--- src/self_test_defs.vh ---
// constants for the self test and probe multiplexer
`ifndef SELF_TEST_DEFS_VH
`define SELF_TEST_DEFS_VH
`define ARM_CODE 8'h09
`define SIG_BYTES 7'h40
`define GROUP_RX 5'h07
`define GROUP_OSC 5'h0D
`define SEL_TRI 4'h0
`define SEL_DAC_REG 4'h1
`define SEL_CORR 4'h2
`define SEL_MINLEV 4'h4
`define SEL_ADC_I 4'h5
`define SEL_ADC_Q 4'h6
`define SEL_HIGH 4'hA
`define SEL_LOW 4'hB
`define SEL_TX_ACT 4'hC
`define SEL_RX_ACT 4'hD
`define SEL_SUBC 4'hE
`define SEL_BUS_BIT 4'hF
`define SIG_SEED 8'hA5
`define DAC_MAX 6'h3F
`endif

--- src/aux_pin_mux.v ---
// one auxiliary probe pin source selector
`timescale 1ns/1ps
`default_nettype none
`include "self_test_defs.vh"
module aux_pin_mux (
  input wire mclk_in,
  input wire reset_n_in,
  input wire [3:0] source_select_in,
  input wire [5:0] probe_dac_in,
  input wire [5:0] correlator_level_in,
  input wire [5:0] minimum_level_probe_in,
  input wire [5:0] adc_i_in,
  input wire [5:0] adc_q_in,
  input wire transmit_active_flag_in,
  input wire receive_active_flag_in,
  input wire subcarrier_in,
  input wire probe_bus_bit_in,
  output reg [5:0] dac_level_out,
  output reg dac_en_out,
  output reg pin_out,
  output reg pin_oe_out
);
  reg [5:0] lvl_nxt;
  reg den_nxt;
  reg pin_nxt;
  reg oe_nxt;
  always @* begin
    lvl_nxt = 6'h00;
    den_nxt = 1'b0;
    pin_nxt = 1'b0;
    oe_nxt = 1'b0;
    case (source_select_in)
      `SEL_DAC_REG: begin lvl_nxt = probe_dac_in; den_nxt = 1'b1; end
      `SEL_CORR: begin lvl_nxt = correlator_level_in; den_nxt = 1'b1; end
      `SEL_MINLEV: begin lvl_nxt = minimum_level_probe_in; den_nxt = 1'b1; end
      `SEL_ADC_I: begin lvl_nxt = adc_i_in; den_nxt = 1'b1; end
      `SEL_ADC_Q: begin lvl_nxt = adc_q_in; den_nxt = 1'b1; end
      `SEL_HIGH: begin pin_nxt = 1'b1; oe_nxt = 1'b1; end
      `SEL_LOW: begin pin_nxt = 1'b0; oe_nxt = 1'b1; end
      `SEL_TX_ACT: begin pin_nxt = transmit_active_flag_in; oe_nxt = 1'b1; end
      `SEL_RX_ACT: begin pin_nxt = receive_active_flag_in; oe_nxt = 1'b1; end
      `SEL_SUBC: begin pin_nxt = subcarrier_in; oe_nxt = 1'b1; end
      `SEL_BUS_BIT: begin pin_nxt = probe_bus_bit_in; oe_nxt = 1'b1; end
      // 0000 and reserved codes leave the pin floating
      default: begin oe_nxt = 1'b0; end
    endcase
  end
  always @(posedge mclk_in or negedge reset_n_in) begin
    if (!reset_n_in) begin
      dac_level_out <= 6'h00;
      dac_en_out <= 1'b0;
      pin_out <= 1'b0;
      pin_oe_out <= 1'b0;
    end else begin
      dac_level_out <= lvl_nxt;
      dac_en_out <= den_nxt;
      pin_out <= pin_nxt;
      pin_oe_out <= oe_nxt;
    end
  end
endmodule // aux_pin_mux
`default_nettype wire

--- src/self_test_and_probe_mux.v ---
// self test signature generator and probe bus routing
`timescale 1ns/1ps
`default_nettype none
`include "self_test_defs.vh"
module self_test_and_probe_mux (
  input wire mclk_in,
  input wire reset_n_in,
  input wire soft_reset_in,
  input wire [7:0] self_test_control_in,
  input wire self_test_control_we_in,
  input wire crc_calc_command_in,
  input wire fifo_ready_in,
  input wire [4:0] probe_group_select_in,
  input wire [2:0] probe_line_select_in,
  input wire [7:0] aux_pin_control_in,
  input wire [7:0] probe_dac_value_one_in,
  input wire [7:0] probe_dac_value_two_in,
  input wire rx_data_in,
  input wire rx_coll_in,
  input wire rx_valid_in,
  input wire rx_stop_in,
  input wire receiver_reset_flag_in,
  input wire lowest_rate_in,
  input wire osc_stable_in,
  input wire osc_raw_in,
  input wire [5:0] normal_lines_in,
  input wire [5:0] correlator_level_in,
  input wire [5:0] minimum_level_probe_in,
  input wire [5:0] adc_i_in,
  input wire [5:0] adc_q_in,
  input wire transmit_active_flag_in,
  input wire receive_active_flag_in,
  input wire subcarrier_in,
  output reg self_test_armed_out,
  output reg self_test_busy_out,
  output reg self_test_done_out,
  output reg crc_run_out,
  output reg [7:0] fifo_wdata_out,
  output reg fifo_wr_out,
  output reg [5:0] probe_lines_out,
  output reg probe_override_out,
  output reg osc_div8_out,
  output wire [5:0] aux_one_dac_out,
  output wire aux_one_dac_en_out,
  output wire analog_probe_pin_one_out,
  output wire analog_probe_pin_one_oe_out,
  output wire [5:0] aux_two_dac_out,
  output wire aux_two_dac_en_out,
  output wire analog_probe_pin_two_out,
  output wire analog_probe_pin_two_oe_out
);
  localparam ST_IDLE = 2'd0;
  localparam ST_RUN = 2'd1;
  localparam ST_DONE = 2'd2;
  reg [1:0] state_r;
  reg [6:0] count_r;
  reg [7:0] lfsr_r;
  reg [2:0] div_r;
  reg [5:0] lines_nxt;
  reg override_nxt;
  reg bus_bit_nxt;
  wire [5:0] probe_dac_one;
  wire [5:0] probe_dac_two;
  wire [3:0] aux_one_source_select;
  wire [3:0] aux_two_source_select;
  wire [5:0] probe_bus;
  wire coll_gated;
  wire [7:0] lfsr_nxt;
  // truncate DAC registers to 6 bits, bits 7:6 of values above 3Fh are dropped
  assign probe_dac_one = probe_dac_value_one_in[5:0] & `DAC_MAX;
  assign probe_dac_two = probe_dac_value_two_in[5:0] & `DAC_MAX;
  assign aux_one_source_select = aux_pin_control_in[7:4];
  assign aux_two_source_select = aux_pin_control_in[3:0];
  // collision only trusted at the lowest rate and while valid
  assign coll_gated = rx_coll_in & lowest_rate_in & rx_valid_in;
  assign lfsr_nxt = {lfsr_r[6:0], lfsr_r[7] ^ lfsr_r[5] ^ lfsr_r[4] ^ lfsr_r[3]};
  assign probe_bus = lines_nxt;
  // line n sits at index n-1; select 0 and 7 name no line, so the bit stays low
  always @* begin
    bus_bit_nxt = 1'b0;
    case (probe_line_select_in)
      3'h1: bus_bit_nxt = probe_bus[0];
      3'h2: bus_bit_nxt = probe_bus[1];
      3'h3: bus_bit_nxt = probe_bus[2];
      3'h4: bus_bit_nxt = probe_bus[3];
      3'h5: bus_bit_nxt = probe_bus[4];
      3'h6: bus_bit_nxt = probe_bus[5];
      default: bus_bit_nxt = 1'b0;
    endcase
  end
  always @* begin
    lines_nxt = normal_lines_in;
    override_nxt = 1'b0;
    case (probe_group_select_in)
      `GROUP_RX: begin
        // index 5 is line six, index 0 is line one (reserved, low)
        lines_nxt = {rx_data_in & rx_valid_in, coll_gated, rx_valid_in,
                     rx_stop_in, receiver_reset_flag_in, 1'b0};
        override_nxt = 1'b1;
      end
      `GROUP_OSC: begin
        lines_nxt = {osc_stable_in, div_r[2], 2'b00, osc_raw_in, 1'b0};
        override_nxt = 1'b1;
      end
      default: begin
        lines_nxt = normal_lines_in;
        override_nxt = 1'b0;
      end
    endcase
  end
  always @(posedge mclk_in or negedge reset_n_in) begin
    if (!reset_n_in) begin
      div_r <= 3'h0;
      osc_div8_out <= 1'b0;
      probe_lines_out <= 6'h00;
      probe_override_out <= 1'b0;
    end else begin
      div_r <= div_r + 3'h1;
      osc_div8_out <= div_r[2];
      probe_lines_out <= lines_nxt;
      probe_override_out <= override_nxt;
    end
  end
  // self test sequencer; soft reset returns it to the seed so runs repeat
  always @(posedge mclk_in or negedge reset_n_in) begin
    if (!reset_n_in) begin
      state_r <= ST_IDLE;
      count_r <= 7'h00;
      lfsr_r <= `SIG_SEED;
      self_test_armed_out <= 1'b0;
      self_test_busy_out <= 1'b0;
      self_test_done_out <= 1'b0;
      crc_run_out <= 1'b0;
      fifo_wdata_out <= 8'h00;
      fifo_wr_out <= 1'b0;
    end else if (soft_reset_in) begin
      state_r <= ST_IDLE;
      count_r <= 7'h00;
      lfsr_r <= `SIG_SEED;
      self_test_armed_out <= 1'b0;
      self_test_busy_out <= 1'b0;
      self_test_done_out <= 1'b0;
      crc_run_out <= 1'b0;
      fifo_wr_out <= 1'b0;
    end else begin
      fifo_wr_out <= 1'b0;
      crc_run_out <= 1'b0;
      if (self_test_control_we_in) begin
        self_test_armed_out <= (self_test_control_in == `ARM_CODE);
      end
      case (state_r)
        ST_IDLE: begin
          if (crc_calc_command_in && self_test_armed_out) begin
            state_r <= ST_RUN;
            count_r <= 7'h00;
            lfsr_r <= `SIG_SEED;
            self_test_busy_out <= 1'b1;
            self_test_done_out <= 1'b0;
          end else if (crc_calc_command_in) begin
            crc_run_out <= 1'b1;
          end
        end
        ST_RUN: begin
          // fifo back-pressure stalls generation, no byte is dropped
          if (fifo_ready_in) begin
            fifo_wdata_out <= lfsr_r;
            fifo_wr_out <= 1'b1;
            lfsr_r <= lfsr_nxt;
            count_r <= count_r + 7'h01;
            if (count_r == (`SIG_BYTES - 7'h01)) begin
              state_r <= ST_DONE;
            end
          end
        end
        ST_DONE: begin
          self_test_busy_out <= 1'b0;
          self_test_done_out <= 1'b1;
          state_r <= ST_IDLE;
        end
        default: begin
          state_r <= ST_IDLE;
        end
      endcase
    end
  end
  aux_pin_mux u_aux_one (
    .mclk_in(mclk_in),
    .reset_n_in(reset_n_in),
    .source_select_in(aux_one_source_select),
    .probe_dac_in(probe_dac_one),
    .correlator_level_in(correlator_level_in),
    .minimum_level_probe_in(minimum_level_probe_in),
    .adc_i_in(adc_i_in),
    .adc_q_in(adc_q_in),
    .transmit_active_flag_in(transmit_active_flag_in),
    .receive_active_flag_in(receive_active_flag_in),
    .subcarrier_in(subcarrier_in),
    .probe_bus_bit_in(bus_bit_nxt),
    .dac_level_out(aux_one_dac_out),
    .dac_en_out(aux_one_dac_en_out),
    .pin_out(analog_probe_pin_one_out),
    .pin_oe_out(analog_probe_pin_one_oe_out)
  );
  aux_pin_mux u_aux_two (
    .mclk_in(mclk_in),
    .reset_n_in(reset_n_in),
    .source_select_in(aux_two_source_select),
    .probe_dac_in(probe_dac_two),
    .correlator_level_in(correlator_level_in),
    .minimum_level_probe_in(minimum_level_probe_in),
    .adc_i_in(adc_i_in),
    .adc_q_in(adc_q_in),
    .transmit_active_flag_in(transmit_active_flag_in),
    .receive_active_flag_in(receive_active_flag_in),
    .subcarrier_in(subcarrier_in),
    .probe_bus_bit_in(bus_bit_nxt),
    .dac_level_out(aux_two_dac_out),
    .dac_en_out(aux_two_dac_en_out),
    .pin_out(analog_probe_pin_two_out),
    .pin_oe_out(analog_probe_pin_two_oe_out)
  );
endmodule // self_test_and_probe_mux
`default_nettype wire

--- config.mk ---
export PLATFORM = sky130hd
export DESIGN_NAME = self_test_and_probe_mux
export DESIGN_NICKNAME = d
export VERILOG_FILES = /design/src/aux_pin_mux.v /design/src/self_test_and_probe_mux.v
export VERILOG_INCLUDE_DIRS = /design/src
export SDC_FILE = /design/constraint.sdc
export NUM_CORES = 1
export LEC_CHECK = 0
export BUFFER_PORTS_ARGS = -buffer_cell sky130_fd_sc_hd__buf_4
export CAP_MARGIN = 20
export CORE_MARGIN = 3
export CORE_UTILIZATION = 33
export CTS_CLUSTER_DIAMETER = 60
export DETAILED_ROUTE_END_ITERATION = 8
export REMOVE_ABC_BUFFERS = 1
export SLEW_MARGIN = 10
export SYNTH_ARGS = -nofsm -noshare
export SYNTH_HDL_FRONTEND = slang
export SYNTH_SLANG_ARGS = --single-unit
export TNS_END_PERCENT = 50
--- constraint.sdc ---
create_clock -name mclk_in -period 3.4 [get_ports mclk_in]
set_clock_uncertainty 0.15 [all_clocks]
set_input_delay 0.51 -clock mclk_in [delete_from_list [all_inputs] [get_ports mclk_in]]
set_output_delay 0.51 -clock mclk_in [all_outputs]
set_load 0.01 [all_outputs]
== After elaboration in Yosys (flattened, before gate mapping) ==
Index checks and enable logic that the tools add are counted.

* Bits in registers: 59
* Output and inout bits: 39
* Memory bits (writable): 0
* Latch bits: 0
* Memories: 0
* ROM bits: 0
* Logic and storage cells: 120

* Eq/ne operators: 37
* Reduce and logical (&&, ||, !) cells: 14
* Multiply operators: 0
* Add/subtract/negate cells: 2
* Shift-type cells: 0
* Bitwise logic cells: 7
* $lt $le $gt $ge: 0
* Divide/modulo/power cells: 0
* Muxes and demuxes: 39

{| class="wikitable"
|+ Operator list
! kind !! count
|-
| 6-bit one-hot mux with 5 select lines || 2
|-
| 4-bit == test (second input constant) || 12
|-
| 4-bit by 3-bit == test with 1-bit output (second input constant) || 6
|-
| 8-bit 2-to-1 mux || 3
|-
| 7-bit 2-to-1 mux || 3
|-
| 1-bit 2-to-1 mux || 18
|-
| 8-bit one-hot mux with 2 select lines || 1
|-
| 7-bit one-hot mux with 2 select lines || 1
|-
| 6-bit one-hot mux with 2 select lines || 1
|-
| 6-bit OR reduction || 2
|-
| 1-bit one-hot mux with 5 select lines || 2
|-
| 5-bit OR reduction || 2
|-
| 3-bit == test (second input constant) || 3
|-
| 3-bit != test (second input constant) || 3
|-
| 3-bit AND reduction || 3
|-
| 4-bit by 1-bit == test with 1-bit output (second input constant) || 2
|-
| 4-bit by 2-bit == test with 1-bit output (second input constant) || 2
|-
| 8-bit by 4-bit == test with 1-bit output (second input constant) || 1
|-
| 2-bit 2-to-1 mux || 4
|-
| 7-bit by 1-bit adder with 7-bit output (second input constant) || 1
|-
| 7-bit by 6-bit == test with 1-bit output (second input constant) || 1
|-
| 3-bit by 2-bit == test with 1-bit output (second input constant) || 2
|-
| 1-bit one-hot mux with 6 select lines || 1
|-
| 3-bit nonzero test || 2
|-
| other kinds (16) || 21
|}

== Longest topological paths before layout ==
Gate-level depths: netlist of the first run.

* Depth after elaboration: 6
* Mapped depth: 7

== By module ==
Synthesis of the first run repeated with hierarchy kept, for this count alone.

* Cell total of the unflattened synthesis: 306
* Area total of the unflattened synthesis: 3266.9 um^2

{| class="wikitable"
|+ By module, submodules not included
! module !! area an instance (um^2) !! times used !! cells each
|-
| self_test_and_probe_mux || 2013.2 || 1 || 192
|-
| aux_pin_mux || 626.9 || 2 || 57
|}

== Worst setup path after synthesis of the first run ==
OpenSTA, ideal clock, no wires.

* Path kind: input-to-reg
* From: input probe_group_select_in[3]
* To: register u_aux_two.pin_out
* Arrival: 1.746 ns
* Stages: 7
* Setup time: 0.127 ns
* Data required time: 3.123 ns
* Setup slack: 1.378 ns
* Path buffers: 1
* Cells stage by stage: buf_4 nor2b_1 o21ai_2 a221o_1 a221oi_2 a22o_1 o21ai_1

* Cells in the longest elaborated chain, start to end: 4

{| class="wikitable"
|+ RTL lines
! what !! line !! RTL
|-
| from (decl) || self_test_and_probe_mux.v:13 || <nowiki>input wire [4:0] probe_group_select_in,</nowiki>
|-
| 5-bit by 4-bit == test with 1-bit output or 5-bit by 3-bit == test with 1-bit output (tied branches) || self_test_and_probe_mux.v:94 || <nowiki>case (probe_group_select_in)</nowiki>
|-
| 6-bit one-hot mux with 2 select lines (*) || self_test_and_probe_mux.v:94 ||
|-
| net lines_nxt[4] || self_test_and_probe_mux.v:59 || <nowiki>reg [5:0] lines_nxt;</nowiki>
|-
| 1-bit one-hot mux with 6 select lines (*) || self_test_and_probe_mux.v:81 || <nowiki>case (probe_line_select_in)</nowiki>
|-
| 1-bit one-hot mux with 5 select lines (*) || aux_pin_mux.v:32 || <nowiki>case (source_select_in)</nowiki>
|-
| net u_aux_two.pin_nxt || aux_pin_mux.v:25 || <nowiki>reg pin_nxt;</nowiki>
|-
| to (signal assigned) || aux_pin_mux.v:57 || <nowiki>pin_out <= pin_nxt;</nowiki>
|-
| to (decl) || aux_pin_mux.v:20 || <nowiki>output reg pin_out,</nowiki>
|}

The timed path passes the listed nets; every way through them passes the cells marked *.
A chain may end at the register's enable or synchronous reset.

== Final worst setup path of the first run ==
* From: input probe_group_select_in[4]
* To: register u_aux_two.pin_out

The elaborated chain is that of the path after synthesis.

==> results.py, run 1 <==
metrics = {
    "drt": {
        "drc": 0,
        "dr_total_vias": 2486,
        "via_per_inst": 4.86,
        "drt_iter0_drc": 92,
        "ant_nets": 0,
        "wl_per_cell_um": 14.4,
        "dr.pass1.iters": 4,
        "wirelength_um": 7380,
    },
    "synthesis": {
        "ys_types": 50,
        "synthCells": 281,
        "ys.flop_type": "dfrtp_1",
        "yosysTopAreaCell": "dfrtp_1",
        "synth_edf_count": 0,
        "synthesis.area_um2": 2860,
        "yosysWarnings": 0,
        "synthTopCellsByArea": "dfrtp_1 48%, mux2i_1 7.0%, nand2_1 5.9%, dfstp_2 3.7%, a21oi_1 3.3%",
        "synthArstFlopShare_pct": 100,
        "synth_top_area_share_pct": 48.2,
        "syn_area_per_cell_um2": 10.2,
        "synthTopCellsByCount": "55 x dfrtp_1, 45 x nand2_1, 20 x mux2i_1",
        "ys_ff_latch": 59,
        "synth_most_common_cell": "dfrtp_1",
        "ys_seq_area_share_pct": 51.9,
    },
    "global_routing": {
        "gr-total-overflow": 0,
        "grt_max_degree": 60,
        "first_global_vias": 2471,
        "grt_pass1_wl_um": 12000,
        "antenna_found_initial": 0,
        "grt_usage_pct": 15.2,
    },
    "floorplan": {
        "ios": 126,
        "die_w_um": 99.0,
        "start_util_pct": 34.4,
        "dieArea_um2": 9810,
        "rows": 33,
        "core_area_um2": 8300,
        "die_h_um": 99.0,
    },
    "placement": {
        "hpwl_um": 5520,
        "place_congestion": 0.781,
        "port_buffers": 121,
        "place_ws_ns": 1.14,
    },
    "clocking": {
        "cts_max_path_buffers": 2,
        "cts_tree": "built",
        "cts_setup_buffers": 0,
        "root_buffer": "clkbuf_8",
        "clock_sink_count": 59,
        "ctsResizeCount": 0,
        "cts_buffers": 9,
        "clk_pin_slew_worst_paths_ns": 0.08,
        "worstSkewPairLatency_ns": 0.34,
        "cts-hold-fix-buffers": 0,
        "htreeDepth": 3,
    },
    "timing": {
        "rsz0062_at_grt": "no",
        "fmax_mhz": 524,
        "slew_headroom_pct": 40.0,
        "fin_crit_sh_pct": 56.2,
        "setup_viol": 0,
        "worst_slack_ns": 1.49,
        "finalSetupTns_ns": 0,
        "final_hold_viol_count": 0,
        "drv_slew": 0,
        "fin_crit_ns": 1.91,
        "tightest_slew_ns": 0.888,
    },
    "critical_path": {
        "worst-path-max-fanout": 6,
        "cp.required_ns": 3.47,
        "setup.worst_path.start_class": "input pin",
        "criticalPathCategory": "in -> reg",
        "end_kind": "register",
        "crit_arrival_ns": 1.98,
    },
    "power_and_ir_drop": {
        "p_switching_mw": 0.439,
        "power.density_nw_per_um2": 405,
        "seqPwrFrac_pct": 44.5,
        "p_leak_nw": 2.06,
        "p_comb_share_pct": 14.4,
        "switching_share_pct": 26.8,
        "p_int_mw": 1.20,
        "p_clk_share_pct": 41.1,
        "vdd.ir_drop.worst_mv": 0.177,
    },
    "layout": {
        "drive_above_1_share_pct": 36.0,
        "nNetsFinal": 490,
        "area_growth_pct": 41.9,
        "diodes": 0,
        "post-route-util_pct": 48.8,
    },
    "job": {
        "drv_cap": 0,
    },
    "worst_hold_path": {
        "hold_class": "in -> async",
    },
    "outcome": {
        "status": "finished clean",
    },
}
final timing paths:
path / startpoint / to / slack (ns) / cells after the start
max in group asynchronous: reset_n_in / u_aux_one.dac_level_out[5] / 2.53 / 1
max reg2reg: state_r[0] / count_r[5] / 1.54 / 6
min: reset_n_in / fifo_wr_out / 0.09 / 1
min reg2reg: div_r[0] / div_r[0] / 0.27 / 1
min in group mclk_in: probe_dac_value_two_in[1] / u_aux_two.dac_level_out[1] / 0.23 / 3
max: probe_group_select_in[4] / u_aux_two.pin_out / 1.49 / 7
metal layers:
layer | GRT usage, % | wire length [um]
met1 | 19.5 | 3280
met2 | 24.0 | 3520
met3 | 5.38 | 482
met4 | 4.73 | 100
met5 | 0 | 0
stage by stage:
stage                     std cells  total power, mW  hold slack, ns  cell area (um^2)
after floorplan                 269            0.822          0.0644              2810
after global placement          495            0.980           0.264              3840
after detailed placement        495            0.981           0.267              3840
after CTS                       511             1.67          0.0985              4050
after global routing            511             1.72           0.129              4050
final                           511             1.64          0.0872              4050
layout by cell type, fill, tap and decap left out, types with 3 or more instances in the layout:
cell type	netlist	final
clkbuf_8	0	9
nand4_1	4	4
buf_4	1	121
a211oi_1	5	5
nor3_1	4	4
inv_1	6	6
xor2_1	7	7
a21oi_1	19	19
dfstp_2	4	4
o211ai_1	4	4
o22a_1	3	3
inv_6	0	3
nor2b_1	10	10
o221ai_1	6	6
nand2b_1	6	6
nand2_1	45	45
nor2_1	18	18
a22o_1	5	5
dfrtp_1	55	55
o21ai_1	3	3
a22oi_1	5	5
and3_1	4	4
mux2i_1	20	20
registers in the layout, summed over array words and instances (netlist names), 2 cells and up:
register and count:
u_aux_two.dac_level_out 6, state_r 2, fifo_wdata_out 8, count_r 7
probe_lines_out 6, u_aux_one.dac_level_out 6, div_r 3, lfsr_r 8
cell type report:
cell class                      count  area, um^2
Fill cell                         800        4250
Sequential cell                    59        1480
Multi-Input combinational cell    203        1300
Timing Repair Buffer              121         908
Tap cell                          105         131
Clock buffer                        9         124
Clock inverter                      7        83.8
Inverter                            7        26.3
power by group through the flow:
stage          Clock (mW)  Sequential [mW]  Combinational (mW)
2_1_floorplan           0            0.753              0.0686
3_3_place_gp            0            0.743               0.237
3_5_place_dp            0            0.743               0.238
4_1_cts             0.704            0.729               0.239
5_1_grt             0.729            0.731               0.262
6_report            0.674            0.729               0.236
logic make-up (layout without fill, tap and decap cells):
group	count (synthesis)	in the layout	synth area share (%)
flip-flops	59	59	51.9
buffers and inverters	19	144	2.72
adder cells (fa/ha/maj)	2	2	0.876
multiplexers	21	21	7.40
AO/OA/AOI/OAI	66	66	16.6
XOR/XNOR	8	8	2.45
AND/OR/NAND/NOR	106	106	18.1
worst max-delay path, stage by stage:
cell and delay (ns):
buf_4 0.11, and3b_1 0.29, o21ai_2 0.13, a221o_1 0.40, a221oi_2 0.25, a22o_1 0.21, o21ai_1 0.08
(Power assumes the default switching activity.)
==> inputs of run 2 (changes only) <==
clock period = 2 ns   (was 3.4 ns; I/O delays follow)
==> run 2 against run 1 <==
Clock power increased by 57%. Final cell count grew 1.2%. Die area stayed put. Setup slack got worse by 1.1 ns. Total power increased by 65%. Sequential share of layout area is 0.34 points lower. Global-route usage increased by 0.23 points. Clock-buffer cell count unchanged. Worst hold slack lost 0.071 ns. Sequential power grew 70%. Combinational power is 72% higher. Largest cell class unchanged.
==> results.py, run 2 (same netlist as run 1, synthesis figures left out) <==
metrics = {
    "drt": {
        "dr_total_vias": 2532,
        "top_layer": "met4",
        "wl_met1_um": 3280,
        "drt_iter0_drc": 78,
        "dr.pass1.iters": 4,
        "via_per_inst": 4.90,
        "wl_met3_um": 486,
        "ant_nets": 0,
        "wirelength_um": 7330,
        "wl_per_cell_um": 14.2,
        "wl_met2_um": 3490,
        "drc": 0,
    },
    "timing": {
        "tightest_slew_ns": 0.751,
        "setup_viol": 0,
        "fin_crit_sh_pct": 82.6,
        "worst_slack_ns": 0.348,
        "fmax_mhz": 605,
        "slew_headroom_pct": 50.0,
        "final_hold_viol_count": 0,
        "fin_crit_ns": 1.65,
        "finalSetupTns_ns": 0,
        "drv_slew": 0,
        "rsz0062_at_grt": "no",
    },
    "layout": {
        "drive_above_1_share_pct": 36.7,
        "area_growth_pct": 43.2,
        "final_cell_mix": "127 x buf_4, 55 x dfrtp_1, 45 x nand2_1",
        "post-route-util_pct": 49.3,
        "final_cell_area_um2": 4090,
        "reg_top3": "fifo_wdata_out: 8 flops, lfsr_r: 8 flops, count_r: 7 flops",
        "diodes": 0,
        "nNetsFinal": 497,
        "final_common_cell": "buf_4",
        "fin_cells": 517,
    },
    "floorplan": {
        "ios": 126,
        "die_w_um": 99.0,
        "dieArea_um2": 9810,
        "die_h_um": 99.0,
        "core_area_um2": 8300,
        "start_util_pct": 34.4,
        "rows": 33,
    },
    "worst_hold_path": {
        "hold_class": "in -> reg",
    },
    "critical_path": {
        "cp_num_buf_inv": 1,
        "end_kind": "register",
        "criticalPathCategory": "reg -> reg",
        "cp.required_ns": 2.08,
        "path_cells": "nand3b_1, a21oi_1, or2_1, buf_4, nand2_1, a21o_1",
        "cp_top_family": "simple AND/OR/NAND/NOR gates",
        "crit_arrival_ns": 1.73,
        "slowest_stage": "dfrtp_1",
        "setup.worst_path.start_class": "register",
        "worst-path-max-fanout": 5,
        "cpPeakStageDelay_ns": 0.41,
    },
    "global_routing": {
        "antenna_found_initial": 0,
        "grt_max_degree": 60,
        "first_global_vias": 2498,
        "gr-total-overflow": 0,
        "grt_usage_pct": 15.4,
        "grt_pass1_wl_um": 12100,
    },
    "placement": {
        "hpwl_um": 5540,
        "place_ws_ns": 0.0121,
        "place_area_um2": 3890,
        "placedCellCount": 501,
        "port_buffers": 121,
        "place_congestion": 0.769,
    },
    "clocking": {
        "cts_max_path_buffers": 2,
        "ctsResizeCount": 0,
        "worstSkewPairLatency_ns": 0.33,
        "cts_buffers": 9,
        "clk_pin_slew_worst_paths_ns": 0.07,
        "htreeDepth": 3,
        "cts_setup_buffers": 0,
        "root_buffer": "clkbuf_8",
        "cts-hold-fix-buffers": 1,
        "cts_tree": "built",
        "clock_sink_count": 59,
    },
    "job": {
        "drv_cap": 0,
    },
    "power_and_ir_drop": {
        "vdd.ir_drop.worst_mv": 0.282,
        "p_leak_nw": 2.07,
        "power.density_nw_per_um2": 662,
    },
    "outcome": {
        "status": "finished clean",
    },
}
run 2: cell count changes in the layout (fill, tap and decap cells not counted):
cell / before / now
clkinv_4: 1 / 0
dlygate4sd3_1: 0 / 1
buf_4: 121 / 127
inv_6: 3 / 1
clkinvlp_4: 1 / 3
clkinv_2: 0 / 1
inv_8: 1 / 0
run 2: metrics by stage:
stage,hold slack [ns],power [mW]
floorplan,-0.146,1.40
global placement,0.264,1.67
detailed placement,0.268,1.67
CTS,0.000137,2.75
global route,0.00622,2.85
finish,0.0164,2.71
run 2: power by group:
part	internal, mW	switching (mW)
clock	0.569	0.492
sequential	1.23	0.0128
combinational	0.219	0.186
run 2: tightest hold or removal path, delay by kind of cell:
family                 cells  cell delay (ns)
AOI/OAI and AO/OA          1             0.06
buffers and inverters      1             0.08
and+or+nand+nor            1             0.04
run 2: per-layer routing:
layer | vias to the layer above | GRT usage [%]
met3 | 8 | 6.16
met5 | - | 0
met2 | 74 | 24.1
met1 | 1191 | 19.9
li1 | 1259 | -
met4 | 0 | 4.10
run 2: final cells by class:
| class | count | area, um^2 |
|---|---|---|
| Fill cell | 801 | 4210 |
| Sequential cell | 59 | 1480 |
| Multi-Input combinational cell | 203 | 1300 |
| Timing Repair Buffer | 128 | 963 |
| Tap cell | 105 | 131 |
| Clock buffer | 9 | 124 |
| Clock inverter | 6 | 66.3 |
| Inverter | 7 | 26.3 |
run 2: path summary, 6_finish.rpt:
| path | slack (ns) | from | end | cells past startpoint |
|---|---|---|---|---|
| worst max-delay path | 0.35 | state_r[0] | count_r[6] | 6 |
| worst min-delay path | 0.02 | probe_dac_value_two_in[3] | u_aux_two.dac_level_out[3] | 3 |
| worst max register to register | 0.35 | state_r[0] | count_r[6] | 6 |
| worst min register to register | 0.27 | div_r[0] | div_r[0] | 1 |
| max in group asynchronous | 0.78 | reset_n_in | crc_run_out | 2 |
| min in group asynchronous | 0.43 | reset_n_in | fifo_wdata_out[4] | 2 |
